**src/hts_map.svh**
```systemverilog
// register offsets, fields and reset values of the hdlc timeslot mapping block
// assumes an 8-bit register port with byte addresses
`ifndef HTS_MAP_SVH
`define HTS_MAP_SVH
`define HTS_ADDR_W        8
`define HTS_OFF_RX_CTRL   8'h90
`define HTS_OFF_RX_SUPP   8'h91
`define HTS_OFF_TX_CTRL   8'h92
`define HTS_OFF_TX_SUPP   8'h93
`define HTS_BIT_EN        7
`define HTS_BIT_RSVD      6
`define HTS_BIT_MODE      5
`define HTS_CH_MSB        4
`define HTS_CH_LSB        0
`define HTS_CTRL_RST      8'h00
`define HTS_SUPP_RST      8'h00
`define HTS_RD_ZERO       8'h00
`define HTS_CH_BASE       5'h00
`define HTS_CH_COUNT      24
`endif

```
**src/hts_pkg.sv**
```systemverilog
// types of the hdlc timeslot mapping block
// assumes hts_map.svh gives the numbers
package hts_pkg;
  typedef enum logic [1:0] {
    HTS_SRC_FDL    = 2'b01,
    HTS_SRC_TSLOTS = 2'b10
  } hts_src_t;
  typedef enum logic [1:0] {
    HTS_SEL_SINGLE = 2'b01,
    HTS_SEL_BLOCK  = 2'b10
  } hts_sel_t;
endpackage

```
**src/hts_dir_map.sv**
```systemverilog
// one direction: decodes a control and a suppress register into routing
// assumes control and suppress come straight from registers
`include "hts_map.svh"
module hts_dir_map (
  input  wire logic                   ref_clk,
  input  wire logic                   rst_n,
  input  wire logic [7:0]             ctrl,
  input  wire logic [7:0]             supp,
  output hts_pkg::hts_src_t           src_r,
  output hts_pkg::hts_sel_t           sel_r,
  output logic [4:0]                  channel_r,
  output logic [`HTS_CH_COUNT-1:0]    slot_map_r,
  output logic [7:0]                  bit_use_r
);
  wire  [`HTS_CH_COUNT-1:0] slot_map_nxt;

  // one-hot timeslot from the channel field, out-of-range gives none
  for (genvar g = 0; g < `HTS_CH_COUNT; g++) begin : g_slot
    assign slot_map_nxt[g] = (ctrl[`HTS_CH_MSB:`HTS_CH_LSB] - `HTS_CH_BASE) == 5'(g);
  end

  always_ff @(posedge ref_clk or negedge rst_n) begin
    if (!rst_n) begin
      src_r      <= hts_pkg::HTS_SRC_FDL;
      sel_r      <= hts_pkg::HTS_SEL_SINGLE;
      channel_r  <= `HTS_CH_BASE;
      slot_map_r <= '0;
      bit_use_r  <= ~`HTS_SUPP_RST;
    end else begin
      src_r      <= ctrl[`HTS_BIT_EN] ? hts_pkg::HTS_SRC_TSLOTS
                                      : hts_pkg::HTS_SRC_FDL;
      sel_r      <= ctrl[`HTS_BIT_MODE] ? hts_pkg::HTS_SEL_BLOCK
                                        : hts_pkg::HTS_SEL_SINGLE;
      channel_r  <= ctrl[`HTS_CH_MSB:`HTS_CH_LSB];
      // single mode only; block mode or a clear enable gives an all-zero slot map
      slot_map_r <= (ctrl[`HTS_BIT_EN] && !ctrl[`HTS_BIT_MODE]) ? slot_map_nxt : '0;
      // bit 7 is the octet msb; a one suppresses that bit
      bit_use_r  <= ~supp;
    end
  end
endmodule

```
**src/hts_top.sv**
```systemverilog
// hdlc timeslot mapping: four registers steering the rx and tx hdlc engines
// assumes a single-cycle register port, read data one cycle after the strobe
//
// Contract
// - receive enable clear routes rx hdlc to the fdl, set routes it to ds0 timeslots.
// - receive mode zero takes one timeslot from the 5-bit field (bit 4 msb), one uses blocks.
// - each receive suppress bit set removes that octet bit from hdlc reception, bit 7 = msb.
// - transmit enable and mode bits act as their receive counterparts for the tx controller.
// - each transmit suppress bit set keeps tx hdlc off that octet bit, bit 7 = msb.
//
// Decided for this implementation: the strobed register port.
`include "hts_map.svh"
module hts_top (
  input  wire logic                    ref_clk,
  input  wire logic                    rst_n,
  input  wire logic [`HTS_ADDR_W-1:0]  reg_addr,
  input  wire logic [7:0]              reg_wdata,
  input  wire logic                    reg_wr,
  input  wire logic                    reg_rd,
  output logic [7:0]                   reg_rdata,
  output hts_pkg::hts_src_t            rx_src,
  output hts_pkg::hts_sel_t            rx_sel,
  output logic [4:0]                   rx_channel,
  output logic [`HTS_CH_COUNT-1:0]     rx_slot_map,
  output logic [7:0]                   rx_bit_use,
  output hts_pkg::hts_src_t            tx_src,
  output hts_pkg::hts_sel_t            tx_sel,
  output logic [4:0]                   tx_channel,
  output logic [`HTS_CH_COUNT-1:0]     tx_slot_map,
  output logic [7:0]                   tx_bit_use
);
  logic [7:0] rx_ctrl_r;
  logic [7:0] rx_supp_r;
  logic [7:0] tx_ctrl_r;
  logic [7:0] tx_supp_r;
  logic [7:0] rdata_nxt;

  // register writes; bit 6 is stored as written
  always_ff @(posedge ref_clk or negedge rst_n) begin
    if (!rst_n) begin
      rx_ctrl_r <= `HTS_CTRL_RST;
      rx_supp_r <= `HTS_SUPP_RST;
      tx_ctrl_r <= `HTS_CTRL_RST;
      tx_supp_r <= `HTS_SUPP_RST;
    end else if (reg_wr) begin
      unique case (reg_addr)
        `HTS_OFF_RX_CTRL: rx_ctrl_r <= reg_wdata;
        `HTS_OFF_RX_SUPP: rx_supp_r <= reg_wdata;
        `HTS_OFF_TX_CTRL: tx_ctrl_r <= reg_wdata;
        `HTS_OFF_TX_SUPP: tx_supp_r <= reg_wdata;
        default: ;
      endcase
    end
  end

  // read mux, unmapped reads zero
  always_comb begin
    unique case (reg_addr)
      `HTS_OFF_RX_CTRL: rdata_nxt = rx_ctrl_r;
      `HTS_OFF_RX_SUPP: rdata_nxt = rx_supp_r;
      `HTS_OFF_TX_CTRL: rdata_nxt = tx_ctrl_r;
      `HTS_OFF_TX_SUPP: rdata_nxt = tx_supp_r;
      default:          rdata_nxt = `HTS_RD_ZERO;
    endcase
  end

  // read data stands one cycle per cycle of reg_rd high, zero otherwise
  always_ff @(posedge ref_clk or negedge rst_n) begin
    if (!rst_n) begin
      reg_rdata <= `HTS_RD_ZERO;
    end else begin
      reg_rdata <= reg_rd ? rdata_nxt : `HTS_RD_ZERO;
    end
  end

  // receive routing
  hts_dir_map u_rx (
    .ref_clk    (ref_clk),
    .rst_n      (rst_n),
    .ctrl       (rx_ctrl_r),
    .supp       (rx_supp_r),
    .src_r      (rx_src),
    .sel_r      (rx_sel),
    .channel_r  (rx_channel),
    .slot_map_r (rx_slot_map),
    .bit_use_r  (rx_bit_use)
  );

  // transmit routing
  hts_dir_map u_tx (
    .ref_clk    (ref_clk),
    .rst_n      (rst_n),
    .ctrl       (tx_ctrl_r),
    .supp       (tx_supp_r),
    .src_r      (tx_src),
    .sel_r      (tx_sel),
    .channel_r  (tx_channel),
    .slot_map_r (tx_slot_map),
    .bit_use_r  (tx_bit_use)
  );
endmodule

```
**config.mk**
```make
export PLATFORM = sky130hd
export DESIGN_NAME = hts_top
export DESIGN_NICKNAME = d
export VERILOG_FILES = /design/src/hts_pkg.sv /design/src/hts_dir_map.sv /design/src/hts_top.sv
export VERILOG_INCLUDE_DIRS = /design/src /design/src/src
export SDC_FILE = /design/constraint.sdc
export NUM_CORES = 1
export LEC_CHECK = 0
export BUFFER_PORTS_ARGS = -buffer_cell sky130_fd_sc_hd__buf_2
export CAP_MARGIN = 20
export CORE_ASPECT_RATIO = 0.75
export CORE_UTILIZATION = 55
export CTS_BUF_LIST = sky130_fd_sc_hd__clkbuf_4
export DETAILED_ROUTE_END_ITERATION = 10
export HOLD_SLACK_MARGIN = 0.15
export PLACE_DENSITY = 0.94
export SYNTH_ARGS = -nofsm -noshare
export SYNTH_HDL_FRONTEND = slang
export SYNTH_HIERARCHICAL = 1
export SYNTH_SLANG_ARGS = --single-unit
```
**constraint.sdc**
```tcl
create_clock -name ref_clk -period 1.55 [get_ports ref_clk]
set_input_delay 0.155 -clock ref_clk [delete_from_list [all_inputs] [get_ports ref_clk]]
set_output_delay 0.155 -clock ref_clk [all_outputs]
set_load 0.02 [all_outputs]
```
# Word level (Yosys, flattened, before mapping)
# Cells that the tools add are included.
# totals
ff_bits	122
in_bits	20
word_cells	85
# classes
n_eq_ne	50
muxes	8
n_bitwise	2
n_reduce_logical	10
# op_table
cell	count
5-bit by 4-bit == test with 1-bit output, second input constant	16
5-bit == test, second input constant	16
24-bit 2-to-1 mux	2
5-bit by 3-bit == test with 1-bit output, second input constant	8
8-bit == test, second input constant	4
8-bit case mux with 4 select lines	1
5-bit by 2-bit == test with 1-bit output, second input constant	4
8-bit inverter	2
5-bit by 1-bit == test with 1-bit output, second input constant	2
5-bit zero test	2
2-bit 2-to-1 mux	4
8-bit 2-to-1 mux	1
2-bit AND reduction	4
1-bit logical AND	2
1-bit zero test	2

# Depth between registers and ports, before layout
# Gate-level depths: netlist of run 1.
# logic_depth
ltp_word	3
depth_mapped	4

# Modules after synthesis
# Netlist of run 1, hierarchy kept.
# by_module_without_submodules
mod	n_inst	cells_per_inst	area_each_um2
hts_dir_map	2	91	1337.5
hts_top	1	100	1699.1

# Least setup slack after synthesis of run 1
# No wires, ideal clock.
# synth_timing
path_kind	register to register
start	register rx_ctrl_r[2]
end	register u_rx.slot_map_r[2]
arrival_ns	1.187
required_ns	1.454
path_slack_ns	0.267
stages_incl_launch_ff	5
path_buffers	2
period_less_slack_ns	1.283
path_cell_list	dfrtp_1 > buf_6 > or3b_1 > buf_6 > nor4_2
# synth_between
elab_chain_len	2
# synth_rtl
item	line_no	source
start: declaration	hts_top.sv:32	logic [7:0] rx_ctrl_r;
start signal: assignment	hts_top.sv:41	rx_ctrl_r <= `HTS_CTRL_RST;
start signal: assignment	hts_top.sv:47	`HTS_OFF_RX_CTRL: rx_ctrl_r <= reg_wdata;
5-bit by 2-bit == test with 1-bit output	hts_dir_map.sv:19	assign slot_map_nxt[g] = (ctrl[`HTS_CH_MSB:`HTS_CH_LSB] - `HTS_CH_BASE) == 5'(g);
24-bit 2-to-1 mux	hts_dir_map.sv:36	slot_map_r <= (ctrl[`HTS_BIT_EN] && !ctrl[`HTS_BIT_MODE]) ? slot_map_nxt : '0;
end signal: assignment	hts_dir_map.sv:36	
end: declaration	hts_dir_map.sv:12	output logic [`HTS_CH_COUNT-1:0] slot_map_r,
# Every way passes these cells.
# A chain may end at the register's enable or synchronous reset.

# Worst setup path after layout of run 1
# layout_timing
start	register rx_ctrl_r[2]
end	register u_rx.slot_map_r[7]
# layout_between
elab_chain_len	2
# layout_rtl
item	line_no
5-bit by 3-bit == test with 1-bit output	hts_dir_map.sv:19
24-bit 2-to-1 mux	hts_dir_map.sv:36
# Every way passes these cells.

==> metrics.csv, run 1 <==
stage,metric,value,unit
clocking,clk_latency,490,ps
timing,max_freq,0.698,GHz
outcome,status,"finished, final reports clean",
synthesis,synth_top_area_frac,0.584,
synthesis,yosysTopAreaCell,dfrtp_1,
die,die_y,79.2,um
clocking,cts_setup_buffers,0,
clocking,cts_tree,done,
final_layout,area_growth,24.1,%
die,core-area,0.00753,mm2
final_layout,diodes,0,
synthesis,synth.top_cells.by_area,"dfrtp_1, dfstp_2, mux2_2",
final_layout,finalNetCount,435,
timing,hold_viol,0,
clocking,cts_buffers,17,
timing,tns,0,ps
die,die_area,0.00832,mm2
critical_path,worst-setup-path-type,reg -> reg,
critical_path,worst_setup_path_start_kind,register,
power,leakagePower,2.78,nW
placed_design,gp_congestion,0.798,
synthesis,seq_area_frac_synth,0.704,
timing,slew_viol_final,0,
timing,rsz0062_at_grt,no,
route,drt_first_pass_iters,4,
critical_path,cp_data_arrival_time,1780,ps
route,drt_iter0_drc,106,
grt,grt_pass1_vias,2821,
timing,setup_viol,0,
placed_design,io_buffers,109,
critical_path,endpoint_kind,register,
route,routed_wl,9.17,mm
grt,antenna_found_initial,0,
synthesis,async_flop_share,1.00,
synthesis,ys_ff_latch,122,
die,row_count,27,
die,die-width,105,um
route,vias_per_cell,5.19,
die,ios,110,
placed_design,post-dp-hpwl,6.40,mm
synthesis,syn_avg_cell_area,15.5,um2
route,drc,0,
grt,grtUsageTotal,0.247,
critical_path,cp_data_required_time,1900,ps
clocking,cts-root-buf,clkbuf_4,
route,wl_per_cell,17.3,um
synthesis,synth_edf_count,0,
min_path,hold_class,in -> reg,
final_layout,drive_gt1_frac,0.528,
synthesis,mappedNetlistNets,302,
clocking,clockBufferDepth,2,
timing,worstMarginPinSlew,765,ps
critical_path,worstPathCellList,buf_4 > nand3b_1 > nor4_1,
timing,slew_headroom,0.490,
timing,period_needed,1430,ps
synthesis,synth-main-ff-cell,dfrtp_1,
synthesis,netlist_area,0.00437,mm2
grt,grt_pass1_wl,15.0,mm
critical_path,critPathMaxStageDelay,440,ps
clocking,clock_sinks,122,
power,power_density,1080,mW/mm2
placed_design,dp.cells,487,
synthesis,synth_cells,282,
final_layout,fin_cells,529,
route,route.antenna.remaining_nets,0,
clocking,path_clk_slew,110,ps
job,cap_violations,0,
synthesis,netlist-cell-type-count,27,
grt,grt.overflow.total,0,
timing,clock_skew,13.9,ps
synthesis,synth_warnings,6,
die,initial_core_util,0.581,
power,total_power,5.89,mW
power,peakVddDrop,0.550,mV
grt,grt_max_degree,46,
critical_path,crit_path_top_delay_cell,nor4_1,
route,vias,2748,
timing,period_share,0.924,
critical_path,crit_path_max_fanout,8,
clocking,htreeDepth,4,
report_power, final:
group          total, mW  switching (mW)  internal, mW
Sequential          3.34          0.0572          3.28
Clock               2.11            1.09          1.03
Combinational      0.434           0.265         0.169
cell type report:
cell class / count / area (um2)
well taps: 101 / 126
clock buffers: 22 / 165
inverters: 22 / 82.6
repair buffers: 131 / 766
clock inverters: 10 / 101
fillers: 495 / 2110
flip-flops and latches: 122 / 3080
multi-input cells: 121 / 1110
placed cells by master, fill, tap and decap left out, types with 4 or more instances in the layout:
cell type and instances:
buf_2 108, buf_4 11, clkbuf_4 22, clkinv_2 6
dfrtp_1 102, dfstp_2 20, dlygate4sd3_1 9, inv_1 22
mux2_2 32, mux4_2 8, nand2b_1 6, nor2b_1 8
nor3_1 32, nor4_1 10, nor4_2 4
per-layer routing:
metal	up-vias	routed length (um)	GRT usage
li1	1235	-	-
met1	1401	4000	0.326
met2	104	4570	0.399
met3	8	510	0.0764
met4	0	84	0.0746
met5	-	0	0
synthesized netlist by cell type, types with 4 or more instances:
cell / count
nor4_1: 10
buf_6: 4
nor3_1: 32
nor2b_1: 8
nor4_2: 4
mux4_2: 8
buf_2: 6
dfrtp_1: 102
mux2_2: 32
dfstp_2: 20
clkbuf_1: 6
inv_1: 22
nand2b_1: 6
repair_timing:
item / CTS / global route
gates resized for setup: 0 / 1
endpoints found under the hold margin: 154 / 0
setup endpoints to repair: 0 / 8
hold buffers: 10 / 0
state kept, by name, indices dropped and copies added (netlist names):
name,cells
u_rx/slot_map_r,24
u_rx/src_r,2
u_tx/slot_map_r,24
u_tx/bit_use_r,8
u_tx/sel_r,2
rx_supp_r,8
reg_rdata,8
u_tx/channel_r,5
u_rx/channel_r,5
u_rx/bit_use_r,8
tx_ctrl_r,8
u_rx/sel_r,2
u_tx/src_r,2
rx_ctrl_r,8
tx_supp_r,8
per-stage QoR:
| step | util | cell area, um2 | hold WS [ps] | worst slack, ps |
|---|---|---|---|---|
| global route | 0.720 | 5430 | 195 | 26.4 |
| detailed placement | 0.671 | 5060 | 76.8 | -9.43 |
| CTS | 0.720 | 5430 | 168 | 103 |
| finish | 0.720 | 5430 | 213 | 117 |
| global placement | 0.671 | 5060 | 70.6 | 67.2 |
| floorplan | - | 4370 | -141 | 267 |
critical path, delay by kind of cell (launching register included):
family	cells	cell delay, ps
buf+inv	1	180
flops	1	430
simple gates	2	690
final timing paths:
| path | start | end | slack [ps] | cells past startpoint |
|---|---|---|---|---|
| max | rx_ctrl_r[2] | u_rx/slot_map_r[7] | 120 | 3 |
| max in group asynchronous | rst_n | rx_supp_r[4] | 500 | 3 |
| min | reg_rd | reg_rdata[6] | 210 | 3 |
| min in group asynchronous | rst_n | u_tx/sel_r[0] | 230 | 2 |
| max reg2reg | rx_ctrl_r[2] | u_rx/slot_map_r[7] | 120 | 3 |
| min reg2reg | tx_supp_r[4] | u_tx/bit_use_r[4] | 410 | 1 |
logic make-up after synthesis:
kind of cell / after synthesis / synth area share
and+or+nand+nor: 81 / 0.130
muxes: 40 / 0.124
DFF: 122 / 0.704
buffers and inverters: 39 / 0.0429
Note: power is estimated with default switching activity, not from simulation.
==> run 2: changes to the inputs <==
--- a/config.mk
+++ b/config.mk
@@ -9,12 +9,11 @@
 export BUFFER_PORTS_ARGS = -buffer_cell sky130_fd_sc_hd__buf_2
 export CAP_MARGIN = 20
 export CORE_ASPECT_RATIO = 0.75
-export CORE_UTILIZATION = 55
+export CORE_UTILIZATION = 58
 export CTS_BUF_LIST = sky130_fd_sc_hd__clkbuf_4
 export DETAILED_ROUTE_END_ITERATION = 10
 export HOLD_SLACK_MARGIN = 0.15
-export PLACE_DENSITY = 0.94
+export PLACE_DENSITY = 0.95
 export SYNTH_ARGS = -nofsm -noshare
 export SYNTH_HDL_FRONTEND = slang
-export SYNTH_HIERARCHICAL = 1
 export SYNTH_SLANG_ARGS = --single-unit
==> constraint.sdc (replaced) <==
create_clock -name ref_clk -period 1.8 [get_ports ref_clk]
set_input_delay 0.18 -clock ref_clk [delete_from_list [all_inputs] [get_ports ref_clk]]
set_output_delay 0.18 -clock ref_clk [all_outputs]
set_load 0.02 [all_outputs]
==> run 2 against run 1 <==
  * Final cell count increased by 1.5%
  * Final area shrank 0.76%
  * Area after synthesis fell by 2.5%
  * Critical endpoint is now u_tx.slot_map_r[3]
  * Largest power group unchanged
==> metrics.csv, run 2 <==
stage,metric,value,unit,change
timing,slew_headroom,0.690,,+0.200
route,drc,0,,unchanged
grt,antenna_found_initial,0,,unchanged
critical_path,crit_buf_inv,1,,unchanged
timing,period_needed,1450,ps,+19.7 ps
grt,grt_max_degree,32,,-30%
synthesis,synth_most_common_cell,dfrtp_1,,
clocking,clockBufferDepth,2,,unchanged
route,drt_iter0_drc,146,,+38%
synthesis,seq_area_frac_synth,0.721,,+0.0177
synthesis,synth_warnings,0,,-6
timing,slew_viol_final,0,,unchanged
clocking,cts_buffers,17,,unchanged
critical_path,critPathLaunch,tx_ctrl_r[5],,
critical_path,worst-setup-path-type,reg -> reg,,
synthesis,syn_avg_cell_area,14.6,um2,-5.8%
clocking,path_clk_slew,100,ps,about the same
timing,period_share,0.807,,-0.117
final_layout,nFillCells,434,,-12%
critical_path,cp-endpoint,u_tx.slot_map_r[3],,
clocking,clock_sinks,122,,unchanged
final_layout,final_cell_area,0.00539,mm2,-0.76%
clocking,cts-root-buf,clkbuf_4,,
die,die_area,0.00771,mm2,-7.3%
synthesis,synth_cells,292,,+3.5%
grt,grtUsageTotal,0.271,,+0.0245
route,vias,2761,,+0.47%
power,leakagePower,2.80,nW,+0.72%
critical_path,crit_path_max_fanout,6,,-2
min_path,hold_class,in -> async,,
placed_design,placed_area,0.00497,mm2,-1.7%
critical_path,r2r_start,tx_ctrl_r[5],,
outcome,status,"finished, final reports clean",,
critical_path,worst_setup_path_start_kind,register,,
route,vias_per_cell,5.14,,-1.0%
final_layout,layout_commonest_cell,buf_2,,
final_layout,area_growth,26.2,%,
synthesis,mappedNetlistNets,312,,+3.3%
grt,grt.overflow.total,0,,unchanged
critical_path,crit_path_top_delay_cell,dfrtp_1,,
power,power_density,987,mW/mm2,-9.1%
critical_path,endpoint_kind,register,,
synthesis,synth_top_area_frac,0.598,,+0.0147
final_layout,layout_common_cells,"buf_2, dfrtp_1, nor2_1, mux2_2, clkbuf_4",,
synthesis,ys_ff_latch,122,,unchanged
timing,max_freq,0.688,GHz,-1.4%
synthesis,async_flop_share,1.00,,unchanged
die,die_y,76.3,um,-3.7%
timing,tns,0,ps,unchanged
critical_path,cp_data_required_time,2190,ps,+290 ps
die,core-area,0.00696,mm2,-7.6%
final_layout,top_regs,"u_rx.slot_map_r (24), u_tx.slot_map_r (24)",,
die,initial_core_util,0.613,,+0.0322
timing,hold_viol,0,,unchanged
synthesis,synthTopCellsByCount,"dfrtp_1, nor2_1, mux2_2, dfstp_2, inv_1",,
final_layout,diodes,0,,unchanged
synthesis,netlist-cell-type-count,19,,-30%
critical_path,cp.depth,4,,+1
clocking,clk_latency,490,ps,about the same
route,wl_per_cell,17.0,um,-1.7%
power,peakVddDrop,0.566,mV,+3.1%
synthesis,yosysTopAreaCell,dfrtp_1,,
critical_path,r2r_slack,350,ps,+230 ps
route,route.antenna.remaining_nets,0,,unchanged
synthesis,netlist_area,0.00427,mm2,-2.5%
synthesis,synth-main-ff-cell,dfrtp_1,,
die,die-width,101,um,-3.8%
grt,grt_pass1_wl,15.0,mm,+0.27%
placed_design,io_buffers,109,,unchanged
route,drt_first_pass_iters,4,,unchanged
route,routed_wl,9.15,mm,-0.20%
synthesis,synth_edf_count,0,,unchanged
final_layout,final_util,0.774,,+0.0532
critical_path,worstPathCellList,nor3b_1 > buf_4 > nand3_1 > nor3_1,,
grt,grt_pass1_vias,2978,,+5.6%
final_layout,finalNetCount,446,,+2.5%
placed_design,gp_congestion,0.841,,+5.4%
clocking,cts_tree,done,,
timing,clock_skew,16.0,ps,+2.07 ps
timing,rsz0062_at_grt,no,,
critical_path,cp_data_arrival_time,1840,ps,+60 ps
synthesis,synth.top_cells.by_area,"dfrtp_1, dfstp_2, mux2_2",,
critical_path,reg2reg_depth,4,,+1
power,total_power,5.31,mW,-9.8%
final_layout,drive_gt1_frac,0.481,,-0.0474
clocking,cts_setup_buffers,0,,unchanged
critical_path,critPathMaxStageDelay,480,ps,+40 ps
clocking,htreeDepth,4,,unchanged
die,ios,110,,unchanged
timing,hold_slack,181,ps,-32.1 ps
critical_path,cp_top_family,simple AND/OR/NAND/NOR gates,,
timing,setup_viol,0,,unchanged
die,row_count,26,,-3.7%
timing,worstMarginPinSlew,463,ps,-302 ps
placed_design,post-dp-hpwl,6.33,mm,-1.1%
job,cap_violations,0,,unchanged
critical_path,r2r-end,u_tx.slot_map_r[3],,
run 2: cell count changes after synthesis, moves of 4 or more:
cell      before  now
buf_2          6    2
buf_6          4    0
nand2_1        2    7
nand2b_1       6   13
nor2_1         2   41
nor2b_1        8   12
nor3_1        32   12
nor4_1        10    0
nor4_2         4    0
run 2: worst reg2reg max path, cell delays in order (launching register included):
cell and delay (ps):
dfrtp_1 480, nor3b_1 330, buf_4 200, nand3_1 150, nor3_1 190
run 2: cell families (layout without fill, tap and decap cells):
kind of cell           after synthesis  after routing  share of synthesized area
DFF                                122            122                      0.721
and+or+nand+nor                     99             99                      0.124
muxes                               40             40                      0.127
buffers and inverters               31            178                     0.0279
run 2: where the power goes:
group          switching (mW)  internal (mW)
Clock                   0.916           1.17
Combinational           0.201          0.139
Sequential             0.0648           2.83
run 2: per-layer routing:
metal / share of wire / wire length, um / vias to the layer above / track usage
met1: 0.42 / 3850 / 1373 / 0.366
met4: 0.024 / 221 / 0 / 0.120
met2: 0.48 / 4430 / 133 / 0.410
met3: 0.071 / 651 / 23 / 0.0853
met5: 0 / 0 / - / 0.00699
li1: - / - / 1232 / -
run 2: final cells by class:
class / instances / area, um2 / area share
Tap cell: 98 / 123 / 0.0228
Multi-Input combinational cell: 139 / 1070 / 0.199
Timing Repair Buffer: 126 / 726 / 0.135
Clock inverter: 10 / 150 / 0.0279
Clock buffer: 22 / 165 / 0.0307
Inverter: 20 / 75.1 / 0.0139
Sequential cell: 122 / 3080 / 0.571
run 2: what timing repair did:
action | in CTS | in global routing
setup endpoints to repair | 0 | 20
endpoints found under the hold margin | 141 | 0
hold buffers | 11 | 0
gates resized for setup | 0 | 0
run 2: stage by stage:
| step | setup WS, ps | instances |
|---|---|---|
| 6_report | 348 | 537 |
| 5_1_grt | 271 | 537 |
| 4_1_cts | 143 | 538 |
| 3_5_place_dp | 45.4 | 495 |
| 3_3_place_gp | 212 | 495 |
| 2_1_floorplan | 488 | 292 |
run 2: how the worst min path moves through the flow:
stage | to | slack, ps | from | depth (start not counted)
final | reg_rdata[5] | 180 | rst_n | 2
after global routing | rx_supp_r[0] | 200 | rst_n | 2
after CTS | reg_rdata[0] | 180 | reg_rd | 3
after detailed placement | u_rx.slot_map_r[19] | 150 | rst_n | 1
after global placement | u_rx.sel_r[1] | 140 | rst_n | 1
after floorplan | reg_rdata[0] | -120 | rst_n | 0
==> run 3: changes to the inputs <==
--- a/config.mk
+++ b/config.mk
@@ -6,14 +6,15 @@
 export SDC_FILE = /design/constraint.sdc
 export NUM_CORES = 1
 export LEC_CHECK = 0
+export ABC_AREA = 1
 export BUFFER_PORTS_ARGS = -buffer_cell sky130_fd_sc_hd__buf_2
 export CAP_MARGIN = 20
 export CORE_ASPECT_RATIO = 0.75
-export CORE_UTILIZATION = 58
+export CORE_UTILIZATION = 55
 export CTS_BUF_LIST = sky130_fd_sc_hd__clkbuf_4
 export DETAILED_ROUTE_END_ITERATION = 10
 export HOLD_SLACK_MARGIN = 0.15
-export PLACE_DENSITY = 0.95
+export PLACE_DENSITY = 0.94
 export SYNTH_ARGS = -nofsm -noshare
 export SYNTH_HDL_FRONTEND = slang
 export SYNTH_SLANG_ARGS = --single-unit
==> constraint.sdc (replaced) <==
create_clock -name ref_clk -period 1.4 [get_ports ref_clk]
set_input_delay 0.14 -clock ref_clk [delete_from_list [all_inputs] [get_ports ref_clk]]
set_output_delay 0.14 -clock ref_clk [all_outputs]
set_load 0.02 [all_outputs]
==> run 3 against run 2 <==
  * The flow now finishes with violations (setup timing)
  * Area after synthesis grew 6.3%
  * Combinational power is 100% higher
  * Utilization is 4.9 points lower
  * Sequential cell count stayed put
  * Routed wire length up 34%
  * Critical path type unchanged
==> metrics.csv, run 3 <==
stage,metric,value,unit,change
critical_path,endpoint_kind,register,,
timing,worstMarginPinSlew,402,ps,-61.2 ps
critical_path,reg2reg_depth,5,,+1
placed_design,placed_area,0.00519,mm2,+4.4%
clocking,htreeDepth,4,,unchanged
critical_path,r2r_slack,-4,ps,-350 ps
synthesis,synth_most_common_cell,dfrtp_1,,
critical_path,cp_data_arrival_time,1850,ps,about the same
final_layout,layout_commonest_cell,dfrtp_1,,
grt,grt_pass1_wl,17.9,mm,+19%
placed_design,io_buffers,109,,unchanged
min_path,holdCritStartpoint,reg_wr,,
synthesis,synthTopCellsByCount,"dfrtp_1, nor2_1, nand2_1, inv_1, nand3_1",,
timing,setup_viol,1,,+1
synthesis,mappedNetlistNets,428,,+37%
route,vias,3749,,+36%
placed_design,post-dp-hpwl,7.17,mm,+13%
grt,grt_max_degree,51,,+59%
grt,grtUsageTotal,0.283,,+0.0115
min_path,hold_class,in -> reg,,
synthesis,seq_area_frac_synth,0.679,,-0.0426
route,routed_wl,12.3,mm,+34%
timing,clock_skew,18.1,ps,+2.11 ps
final_layout,top_regs,"u_rx.slot_map_r (24), u_tx.slot_map_r (24)",,
final_layout,multiInputGateArea,0.00124,mm2,+16%
timing,period_share,1.00,,+0.196
route,wl_per_cell,18.5,um,+8.5%
clocking,clk_latency,530,ps,+40 ps
die,initial_core_util,0.570,,-0.0427
final_layout,nFillCells,479,,+10%
placed_design,place_ws,74.9,ps,+29.5 ps
route,route.antenna.remaining_nets,0,,unchanged
final_layout,layout_common_cells,"dfrtp_1, buf_2, nor2_1, nand2_1, inv_1",,
die,row_count,28,,+7.7%
timing,rsz0062_at_grt,yes,,
clocking,clock_sinks,122,,unchanged
clocking,cts-root-buf,clkbuf_4,,
die,die-width,107,um,+5.8%
timing,layout_setup_ws,-3.93,ps,-351 ps
clocking,clockBufferDepth,2,,unchanged
synthesis,netlist-cell-type-count,21,,+2
timing,slew_viol_final,0,,unchanged
final_layout,drive_gt1_frac,0.371,,-0.109
grt,antenna_found_initial,0,,unchanged
power,total_power,7.23,mW,+36%
die,die_area,0.00862,mm2,+12%
synthesis,synth-main-ff-cell,dfrtp_1,,
placed_design,gp_congestion,0.858,,+2.0%
synthesis,async_flop_share,1.00,,unchanged
final_layout,final_util,0.724,,-0.0494
route,vias_per_cell,5.64,,+9.6%
route,drc,0,,unchanged
min_path,hold_end,rx_ctrl_r[6],,
final_layout,regArea,0.00308,mm2,unchanged
die,die_y,80.6,um,+5.7%
synthesis,synth_warnings,0,,unchanged
route,drt_iter0_drc,549,,+280%
final_layout,finalNetCount,567,,+27%
synthesis,synth_top_area_frac,0.563,,-0.0353
synthesis,synth.top_cells.by_area,"dfrtp_1, dfstp_2, nor2_1",,
synthesis,netlist_area,0.00453,mm2,+6.3%
power,leakagePower,3.14,nW,+12%
outcome,status,finished with violations,,
grt,grt_pass1_vias,3612,,+21%
critical_path,worst-setup-path-type,reg -> reg,,
critical_path,r2r-end,u_rx.slot_map_r[6],,
route,drt_first_pass_iters,6,,+2
timing,hold_viol,0,,unchanged
final_layout,final_cell_area,0.00576,mm2,+6.9%
clocking,path_clk_slew,120,ps,+20 ps
synthesis,synth_edf_count,0,,unchanged
clocking,cts_buffers,17,,unchanged
timing,period_needed,1400,ps,-48.5 ps
job,cap_violations,0,,unchanged
final_layout,area_growth,27.0,%,
critical_path,r2r_start,rx_ctrl_r[5],,
outcome,violations,setup timing,,
synthesis,yosysTopAreaCell,dfrtp_1,,
die,ios,110,,unchanged
critical_path,worst_setup_path_start_kind,register,,
synthesis,ys_ff_latch,122,,unchanged
power,peakVddDrop,0.842,mV,+49%
die,core-area,0.00795,mm2,+14%
timing,hold_slack,191,ps,+9.92 ps
min_path,hold_depth,4,,
critical_path,crit_path_max_fanout,4,,-2
timing,slew_headroom,0.732,,+0.0421
clocking,cts_tree,done,,
final_layout,diodes,0,,unchanged
timing,max_freq,0.712,GHz,+3.5%
synthesis,synth_cells,408,,+40%
synthesis,syn_avg_cell_area,11.1,um2,-24%
grt,grt.overflow.total,0,,unchanged
timing,tns,-3.93,ps,-3.93 ps
critical_path,cp_data_required_time,1850,ps,-340 ps
power,power_density,1260,mW/mm2,+27%
final_layout,fin_cells,665,,+24%
placed_design,dp.cells,616,,+24%
run 3: cell count changes in the layout (fill, tap and decap cells not counted), moves of 18 or more:
| cell | change |
|---|---|
| nand2_1 | +55 |
| nand3_1 | +34 |
| mux2_2 | -32 |
| nor2_1 | +23 |
| o21ai_1 | +22 |
| inv_1 | +19 |
| buf_2 | -18 |
run 3: what timing repair did:
action                                  in CTS  in global routing
cloned                                       0                  1
gates resized for setup                      1                 29
hold buffers                                12                  0
endpoints found under the hold margin      159                  0
endpoints found under the setup margin       1                 46
setup buffers                                0                  4
pin swaps                                    0                  1
run 3: where the power goes:
| part | internal, mW | leakage [nW] | total (mW) | switching, mW |
|---|---|---|---|---|
| Clock | 1.27 | 0.160 | 2.69 | 1.42 |
| Combinational | 0.222 | 1.53 | 0.694 | 0.472 |
| Sequential | 3.71 | 1.44 | 3.84 | 0.129 |
| Total | 5.21 | 3.14 | 7.23 | 2.02 |
run 3: layer usage:
metal,wire (um),GRT usage,vias to the layer above
li1,-,-,1572
met1,4650,0.345,1807
met2,5860,0.457,287
met3,1240,0.101,83
met4,542,0.123,0
met5,0,0,-
run 3: cells by family (layout without fill, tap and decap cells):
kind of cell,Yosys count,in the layout,share of synthesized area
buffers and inverters,55,206,0.0549
AO/OA/AOI/OAI,32,32,0.0403
AND/OR/NAND/NOR,199,200,0.226
flip-flops,122,122,0.679
run 3: worst max-delay path by stage:
stage	startpoint	endpoint	slack, ps	cells past startpoint
global route	tx_ctrl_r[7]	u_tx.slot_map_r[17]	-40	6
global placement	reg_addr[5]	tx_supp_r[3]	160	8
floorplan	tx_ctrl_r[1]	u_tx.slot_map_r[18]	370	3
finish	rx_ctrl_r[5]	u_rx.slot_map_r[6]	-4	5
detailed placement	reg_addr[5]	reg_rdata[0]	70	9
CTS	u_rx.bit_use_r[5]	rx_bit_use[5]	10	1
run 3: critical path: stages (launching register included):
cell and delay, ps:
dfrtp_1 450, nor2_1 120, inv_1 80, nor2_2 230
nand3_1 240, nor2_1 210
run 3: layout make-up:
class                           instances  share of cell area
Clock buffer                           17              0.0222
Tap cell                              105              0.0228
Timing Repair Buffer                  129               0.143
Multi-Input combinational cell        232               0.215
Clock inverter                         15              0.0332
Inverter                               45              0.0295
Sequential cell                       122               0.534
